==> config.mk <==
export PLATFORM = sky130hd
export DESIGN_NAME = data_bus_shared_io_port
export DESIGN_NICKNAME = d
export VERILOG_FILES = /design/src/design/port_pkg.sv /design/src/design/pin_cell.sv /design/src/design/readback_hold.sv /design/src/design/data_bus_shared_io_port.sv
export SDC_FILE = /design/constraint.sdc
export NUM_CORES = 1
export LEC_CHECK = 0
export ABC_AREA = 1
export ABC_CLOCK_PERIOD_IN_PS = 1790
export BUFFER_PORTS_ARGS = -buffer_cell sky130_fd_sc_hd__buf_2
export CORE_MARGIN = 4
export CORE_UTILIZATION = 35
export DETAILED_ROUTE_END_ITERATION = 8
export SLEW_MARGIN = 25
export SYNTH_ARGS = -nofsm -noshare
export SYNTH_HDL_FRONTEND = slang
export SYNTH_SLANG_ARGS = --single-unit
==> constraint.sdc <==
create_clock -name clk -period 1.79 [get_ports clk]
set_input_delay 0.4475 -clock clk [delete_from_list [all_inputs] [get_ports clk]]
set_output_delay 0.4475 -clock clk [all_outputs]
set_load 0.02 [all_outputs]
==> src/design/port_pkg.sv <==
// Purpose: Shared constants for the data-bus shared I/O port
// Assumes: Byte-wide register port, 16-bit address
// Notes:   Offsets are the low 16 address bits
package port_pkg;
  localparam int          DATA_W            = 8;
  localparam int          ADDR_W            = 16;
  localparam int          MODE_W            = 3;
  localparam logic [15:0] PIN_DIRECTION_OFS = 16'hfe3c;
  localparam logic [15:0] PULLUP_SELECT_OFS = 16'hfe43;
  localparam logic [15:0] OUTPUT_LATCH_OFS  = 16'hff0c;
  localparam logic [15:0] PIN_LEVEL_OFS     = 16'hffbc;
  localparam logic [7:0]  PIN_DIRECTION_RST = 8'h00;
  localparam logic [7:0]  PULLUP_SELECT_RST = 8'h00;
  localparam logic [7:0]  OUTPUT_LATCH_RST  = 8'h00;
  localparam logic [7:0]  UNMAPPED_READ     = 8'h00;
  // Value returned for the write-only direction register (undefined, arbitrary)
  localparam logic [7:0]  DIRECTION_READ    = 8'h00;
  localparam logic [2:0]  MODE_BUS_LO       = 3'h4;
  localparam logic [2:0]  MODE_BUS_HI       = 3'h6;
  localparam logic [2:0]  MODE_SINGLE_CHIP  = 3'h7;

  typedef enum logic [1:0] {
    PWR_RUN,
    PWR_SW_STANDBY,
    PWR_HW_STANDBY
  } power_state_e;
endpackage : port_pkg

==> src/design/pin_cell.sv <==
// Purpose: One pin's driver and pull-up steering
// Assumes: Mode decode done by the parent
// Notes:   Pure combinational
module pin_cell
  import port_pkg::*;
(
  input  wire logic bus_mode,
  input  wire logic single_mode,
  input  wire logic direction_bit,
  input  wire logic output_bit,
  input  wire logic pullup_bit,
  input  wire logic bus_out,
  input  wire logic bus_oe,
  input  wire logic hw_standby,
  output logic      pin_out,
  output logic      pin_oe,
  output logic      pullup_on
);
  // Bus controller owns the pin in expanded modes
  always_comb begin
    if (bus_mode) begin
      pin_out = bus_out;                                   // RL3
      pin_oe  = bus_oe & ~hw_standby;                      // RL14
    end else begin
      pin_out = output_bit;                                // RL14
      pin_oe  = single_mode & direction_bit & ~hw_standby; // RL4
    end
  end

  // Pull-up only for a mode 7 input with select set
  assign pullup_on = single_mode & ~direction_bit & pullup_bit & ~hw_standby; // RL11 RL12 RL13
endmodule : pin_cell

==> src/design/readback_hold.sv <==
// Purpose: Pin-level readback value with hold in software standby
// Assumes: Pins synchronous to clk
// Notes:   Frozen copy keeps last value while standing by
module readback_hold
  import port_pkg::*;
(
  input  wire logic              clk,
  input  wire logic              arst_n,
  input  wire logic              sw_standby,
  input  wire logic [DATA_W-1:0] direction,
  input  wire logic [DATA_W-1:0] latch,
  input  wire logic [DATA_W-1:0] pin_in,
  output logic      [DATA_W-1:0] level
);
  logic [DATA_W-1:0] live;
  logic [DATA_W-1:0] held;

  // Output bits show the latch, input bits the pin
  assign live = (direction & latch) | (~direction & pin_in); // RL7

  // Track live value until standby freezes it
  always_ff @(posedge clk or negedge arst_n) begin
    if (!arst_n) begin
      held <= 8'h00;
    end else if (!sw_standby) begin
      held <= live;
    end
  end

  assign level = sw_standby ? held : live; // RL9
endmodule : readback_hold

==> src/design/data_bus_shared_io_port.sv <==
// Purpose: 8-bit I/O port whose pins double as external data bus lines
// Assumes: Registers reached by a byte-wide strobe port; pins synchronous
// Notes:   Bus cycles and mode selection live outside; this block decodes op_mode and steers pins
//
// Overview of operation
// RL1 - Direction register is 8-bit write-only; reads return an undefined value
// RL2 - Direction clears on power-on reset and hardware standby, kept in software standby
// RL3 - Modes 4 to 6 ignore direction; all pins become data bus lines
// RL4 - Mode 7: direction bit one drives output, zero makes input
// RL5 - Output latch is 8-bit read/write, clears on reset and hardware standby
// RL6 - Pin-level register is read-only; writes there change nothing
// RL7 - Pin-level read gives latch for output bits, pin level for inputs
// RL8 - Software writes output values to the latch, not the pin-level register
// RL9 - Readback shows pins after reset and hardware standby; holds in software standby
// RL10 - Pull-up select is 8-bit read/write, clears on reset and hardware standby
// RL11 - Pull-up on only in mode 7 for input bits with select set
// RL12 - Pull-ups off for bus pins and mode 7 outputs in every state
// RL13 - Pull-ups off after reset and in hardware standby; kept in software standby
// RL14 - Mode 7 driver from latch and direction; bus modes from bus controller
module data_bus_shared_io_port
  import port_pkg::*;
(
  input  wire logic              clk,
  input  wire logic              arst_n,
  input  wire logic [ADDR_W-1:0] reg_addr,
  input  wire logic [DATA_W-1:0] reg_wdata,
  input  wire logic              reg_write,
  input  wire logic              reg_read,
  output logic      [DATA_W-1:0] reg_rdata,
  input  wire logic [MODE_W-1:0] op_mode,
  input  wire logic              hw_standby,
  input  wire logic              sw_standby,
  input  wire logic [DATA_W-1:0] bus_dout,
  input  wire logic              bus_doe,
  output logic      [DATA_W-1:0] bus_din,
  input  wire logic [DATA_W-1:0] io_pin_in,
  output logic      [DATA_W-1:0] io_pin_out,
  output logic      [DATA_W-1:0] io_pin_oe,
  output logic      [DATA_W-1:0] pullup_en
);
  logic [DATA_W-1:0] pin_direction;
  logic [DATA_W-1:0] output_latch;
  logic [DATA_W-1:0] pullup_select;
  logic [DATA_W-1:0] pin_level_readback;
  logic              bus_mode;
  logic              single_mode;
  power_state_e      power_state;

  // Address match used by both write and read decode
  function automatic logic hit(input logic [ADDR_W-1:0] a, input logic [ADDR_W-1:0] ofs);
    hit = (a == ofs);
  endfunction : hit

  // Mode decode; other modes leave pins as plain inputs
  assign bus_mode    = (op_mode >= MODE_BUS_LO) && (op_mode <= MODE_BUS_HI); // RL3
  assign single_mode = (op_mode == MODE_SINGLE_CHIP);                        // RL4

  // Hardware standby wins over software standby
  always_comb begin
    if (hw_standby) begin
      power_state = PWR_HW_STANDBY;
    end else if (sw_standby) begin
      power_state = PWR_SW_STANDBY;
    end else begin
      power_state = PWR_RUN;
    end
  end

  // Direction register; hardware standby acts as a reset
  always_ff @(posedge clk or negedge arst_n) begin
    if (!arst_n) begin
      pin_direction <= PIN_DIRECTION_RST; // RL2
    end else begin
      case (power_state)
        PWR_HW_STANDBY: pin_direction <= PIN_DIRECTION_RST; // RL2
        PWR_SW_STANDBY: pin_direction <= pin_direction;     // RL2
        PWR_RUN: begin
          if (reg_write && hit(reg_addr, PIN_DIRECTION_OFS)) begin
            pin_direction <= reg_wdata; // RL1
          end
        end
        default: pin_direction <= PIN_DIRECTION_RST;
      endcase
    end
  end

  // Output latch
  always_ff @(posedge clk or negedge arst_n) begin
    if (!arst_n) begin
      output_latch <= OUTPUT_LATCH_RST; // RL5
    end else begin
      case (power_state)
        PWR_HW_STANDBY: output_latch <= OUTPUT_LATCH_RST; // RL5
        PWR_SW_STANDBY: output_latch <= output_latch;     // RL5
        PWR_RUN: begin
          if (reg_write && hit(reg_addr, OUTPUT_LATCH_OFS)) begin
            output_latch <= reg_wdata; // RL5 RL8
          end
        end
        default: output_latch <= OUTPUT_LATCH_RST;
      endcase
    end
  end

  // Pull-up select; cleared in hardware standby so pull-ups start off
  always_ff @(posedge clk or negedge arst_n) begin
    if (!arst_n) begin
      pullup_select <= PULLUP_SELECT_RST; // RL10
    end else begin
      case (power_state)
        PWR_HW_STANDBY: pullup_select <= PULLUP_SELECT_RST; // RL10 RL13
        PWR_SW_STANDBY: pullup_select <= pullup_select;     // RL10 RL13
        PWR_RUN: begin
          if (reg_write && hit(reg_addr, PULLUP_SELECT_OFS)) begin
            pullup_select <= reg_wdata; // RL10
          end
        end
        default: pullup_select <= PULLUP_SELECT_RST;
      endcase
    end
  end

  // Readback mux with standby hold
  readback_hold u_readback (
    .clk        (clk),
    .arst_n     (arst_n),
    .sw_standby (sw_standby & ~hw_standby),
    .direction  (pin_direction),
    .latch      (output_latch),
    .pin_in     (io_pin_in),
    .level      (pin_level_readback)
  );

  // One cell per pin
  genvar i;
  generate
    for (i = 0; i < DATA_W; i++) begin : g_pin
      pin_cell u_cell (
        .bus_mode      (bus_mode),
        .single_mode   (single_mode),
        .direction_bit (pin_direction[i]),
        .output_bit    (output_latch[i]),
        .pullup_bit    (pullup_select[i]),
        .bus_out       (bus_dout[i]),
        .bus_oe        (bus_doe),
        .hw_standby    (hw_standby),
        .pin_out       (io_pin_out[i]),
        .pin_oe        (io_pin_oe[i]),
        .pullup_on     (pullup_en[i])
      );
    end
  endgenerate

  // Data bus samples the pins directly
  assign bus_din = io_pin_in;

  // Read data registered; valid the cycle after the strobe only
  always_ff @(posedge clk or negedge arst_n) begin
    if (!arst_n) begin
      reg_rdata <= 8'h00;
    end else if (reg_read) begin
      if (hit(reg_addr, PIN_DIRECTION_OFS)) begin
        reg_rdata <= DIRECTION_READ; // RL1
      end else if (hit(reg_addr, OUTPUT_LATCH_OFS)) begin
        reg_rdata <= output_latch;
      end else if (hit(reg_addr, PULLUP_SELECT_OFS)) begin
        reg_rdata <= pullup_select;
      end else if (hit(reg_addr, PIN_LEVEL_OFS)) begin
        reg_rdata <= pin_level_readback; // RL6 RL7
      end else begin
        reg_rdata <= UNMAPPED_READ;
      end
    end else begin
      reg_rdata <= 8'h00; // Zero outside the read answer cycle
    end
  end
endmodule : data_bus_shared_io_port

==> results_tabular.tex <==
\begin{tabular}{lr}
\hline
Metric & Value \\
\hline
\multicolumn{2}{l}{\textbf{Status}} \\
Run status & complete, no violations \\
\multicolumn{2}{l}{\textbf{Global routing}} \\
Global route overflow & 0 \\
Via count of the first global-routing pass & between 2k and 2.5k \\
Tot GR Track Use & 0.155 \\
First-pass GRT wire length & about 11 mm \\
Initial antenna violation count & 0 \\
Largest net degree at the start of global routing & 25 \\
\multicolumn{2}{l}{\textbf{Logic synthesis}} \\
Sequential-to-total area share from yosys stat & 0.384 \\
Yosys warnings & 0 \\
Fraction of synthesis flops using an asynchronous set or reset pin & 1.00 \\
Synth area leaders & dfrtp\_1, nand3\_1, nand2\_1 \\
Mapped Nets & between 300 and 400 \\
Most numerous cell in the Yosys netlist & nand2\_1 \\
Share of the synthesized area in the top cell type & 0.384 \\
Syn Inst Count & around 350 \\
Post-Synthesis Cell Area & between 2000 and 3000 um2 \\
Count of state elements after synthesis & 40 \\
Synthesized area per cell & around 7.5 um2 \\
Most frequently used flop master after synthesis & dfrtp\_1 \\
Count of different cell masters after synthesis & 24 \\
Leading post-synthesis cells by instance count & nand2\_1, nand3\_1, inv\_1 \\
Cell type contributing the most total cell area after synthesis & dfrtp\_1 \\
EDFF count, synth & 0 \\
\multicolumn{2}{l}{\textbf{Worst setup path}} \\
Delay of the slowest cell on the worst path & roughly 0.19 ns \\
Endpoint class of the critical path & output port \\
Category of the most critical setup path & in -> out \\
Critical-path cell list & buf\_2, inv\_2, nand4\_1, buf\_4, o21ai\_0, buf\_2 \\
Required time of the critical path & about 1.3 ns \\
Cell seen most often among critical-path stages & buf\_2 \\
Crit path max fanout & 9 \\
CP max stage cell & buf\_2 \\
Arrival @ worst endpoint & around 1.3 ns \\
Critical Path Source Type & input pin \\
\multicolumn{2}{l}{\textbf{Place}} \\
Number of input and output port buffers inserted & 89 \\
Post-detailed-placement half-perimeter wirelength & 5.30 mm \\
Pre-CTS WS & 0.0479 ns \\
Final GP Congestion & between 0.8 and 0.9 \\
Number of cells in the design after placement & slightly above 500 \\
Placed cell area & roughly 3000 um2 \\
\multicolumn{2}{l}{\textbf{STA}} \\
Part of the cycle the worst path needs & 0.963 \\
Worst Hold Margin & $\sim$0.11 ns \\
Final hold vios & 0 \\
Final Max Tran Viols & 0 \\
Setup slack of the critical path after layout & approximately 0.067 ns \\
Final critical-path required period & around 1.7 ns \\
Highest attainable clock frequency & 0.580 GHz \\
Number of setup violations in the final report & 0 \\
Relative slew margins & 0.663 \\
RSZ-0062 raised after global routing & true \\
Measured slew at the worst slew-check pin & roughly 0.51 ns \\
Setup clock skew after layout & 0.00870 ns \\
\multicolumn{2}{l}{\textbf{Floorplanning}} \\
Site Rows & 31 \\
Die outline height & 94.3 um \\
Horiz. Die Dim & around 94 um \\
Overall die area & 8890 um2 \\
Top-level port count & 90 \\
Starting Density & 0.359 \\
Core Area & just over 7000 um2 \\
\multicolumn{2}{l}{\textbf{Routing}} \\
Routed via count divided by cell count & 4.55 \\
Number of iterations in the first detailed-routing pass & 4 \\
Count of nets left with antenna violations after detail routing & 0 \\
Initial DRC count & between 80 and 90 \\
Post-Route WL & roughly 6.6 mm \\
Vias after detailed routing & 2359 \\
Routed WL per cell & roughly 13 um \\
Count of unresolved DRC violations after routing & 0 \\
\multicolumn{2}{l}{\textbf{Clock network}} \\
Clock buffers created by TritonCTS & 5 \\
Clk root buf & clkbuf\_8 \\
Clock transition at path regs & 0.08 ns \\
Clock latency of the later-clocked register in the worst-skew pair & 0.30 ns \\
Number of H-tree levels & 2 \\
Clock tree from TritonCTS & done \\
Clock buffer depth & 2 \\
Sink count of the clock tree & 40 \\
\multicolumn{2}{l}{\textbf{Layout}} \\
Proportion of layout cells with a drive suffix above 1 & 0.332 \\
Utilization of the core after routing & 0.431 \\
Register area & between 1000 and 1500 um2 \\
Filler cell count & about 780 \\
Area growth syn-to-layout & 20.0\% \\
Number of diodes & 0 \\
Count of placed standard cells in the final layout, fillers left out & 518 \\
Post-route cell area & $\sim$3100 um2 \\
Multi-input combinational cell area & roughly 1100 um2 \\
Number of nets in the layout & about 470 \\
\multicolumn{2}{l}{\textbf{Worst hold path}} \\
Hold/Removal Path Class & in -> async \\
\multicolumn{2}{l}{\textbf{Power and ir drop}} \\
Peak supply drop & 329 uV \\
Total power divided by cell area & 647 nW/um2 \\
Leakage power & approximately 1.7 nW \\
\multicolumn{2}{l}{\textbf{Flow run}} \\
Total of max-cap violations & 0 \\
\hline
\end{tabular}
[routing by layer]
layer	wire (um)	track usage	up-vias
li1	-	-	1216
met1	2960	0.202	1066
met2	3120	0.261	69
met3	413	0.0296	8
met4	85	0.0433	0
met5	0	0	-
[critical path: cells and delay by family]
kind / cells / cell delay (ns)
buffers and inverters: 4 / 0.58
AO/OA/AOI/OAI: 1 / 0.15
AND/OR/NAND/NOR: 1 / 0.10
[sequential cells by signal (all words and copies together) (netlist names)]
| register | cells |
|---|---|
| u_readback.held | 8 |
| output_latch | 8 |
| pullup_select | 8 |
| reg_rdata | 8 |
| pin_direction | 8 |
[layout by cell type (no fill, tap or decap)]
cell        n
a21oi_1     8
buf_12      2
buf_2      86
buf_4      15
bufinv_16   1
clkbuf_8    7
dfrtp_1    40
inv_1      41
inv_2       3
nand2_1    69
nand2_2     4
nand2_4     2
nand3_1    54
nand3_2     3
nand3_4     3
nand4_1     4
nor2_1     39
nor2_2      1
nor2_4      4
nor2_8      1
o21ai_0     7
o21ai_1    18
o21ai_2     7
[stage by stage]
step	total power, W	TNS [ns]
after floorplan	0.00112	0
after global placement	0.00123	0
after detailed placement	0.00124	0
after CTS	0.00204	0
after global routing	0.00211	-0.00596
final	0.00203	0
[cells by family (layout without fill, tap and decap cells)]
logic type / after synthesis / count (layout) / synth area share
buf+inv: 85 / 155 / 0.183
compound gates: 40 / 40 / 0.0869
simple gates: 184 / 184 / 0.346
flops: 40 / 40 / 0.384
[report_power, final]
| part | total (W) | internal [W] | switching [W] |
|---|---|---|---|
| clock network | 0.000805 | 0.000492 | 0.000313 |
| registers | 0.000922 | 0.000918 | 0.00000385 |
| logic | 0.000299 | 0.000115 | 0.000183 |
[layout make-up]
class	instances	area share
clock buffer	7	0.0308
clock inverter	1	0.00960
inverter	44	0.0528
multi-input combinational	224	0.361
sequential	40	0.320
tap	99	0.0396
timing repair buffer	103	0.186
[repair_timing]
action                                 4_1_cts  5_1_grt
hold buffers                                 0        0
setup endpoints to repair                    0        9
gates resized for setup                      0        5
buffers inserted                             0        1
endpoints found under the hold margin        0        0
[worst paths after layout]
path / startpoint / endpoint / slack (ns) / depth (start not counted)
max: hw_standby / io_pin_oe[1] / 0.07 / 6
max in group asynchronous: arst_n / u_readback.held[5]$_DFF_PN0_ / 1.20 / 2
max reg2reg: output_latch[1]$_DFFE_PN0P_ / reg_rdata[1]$_DFF_PN0_ / 0.66 / 8
min in group clk: reg_wdata[1] / output_latch[1]$_DFFE_PN0P_ / 0.44 / 3
min: arst_n / pullup_select[1]$_DFFE_PN0P_ / 0.11 / 1
min reg2reg: u_readback.held[5]$_DFF_PN0_ / u_readback.held[5]$_DFF_PN0_ / 0.48 / 2
No activity file was read; power rests on OpenSTA's default activity.
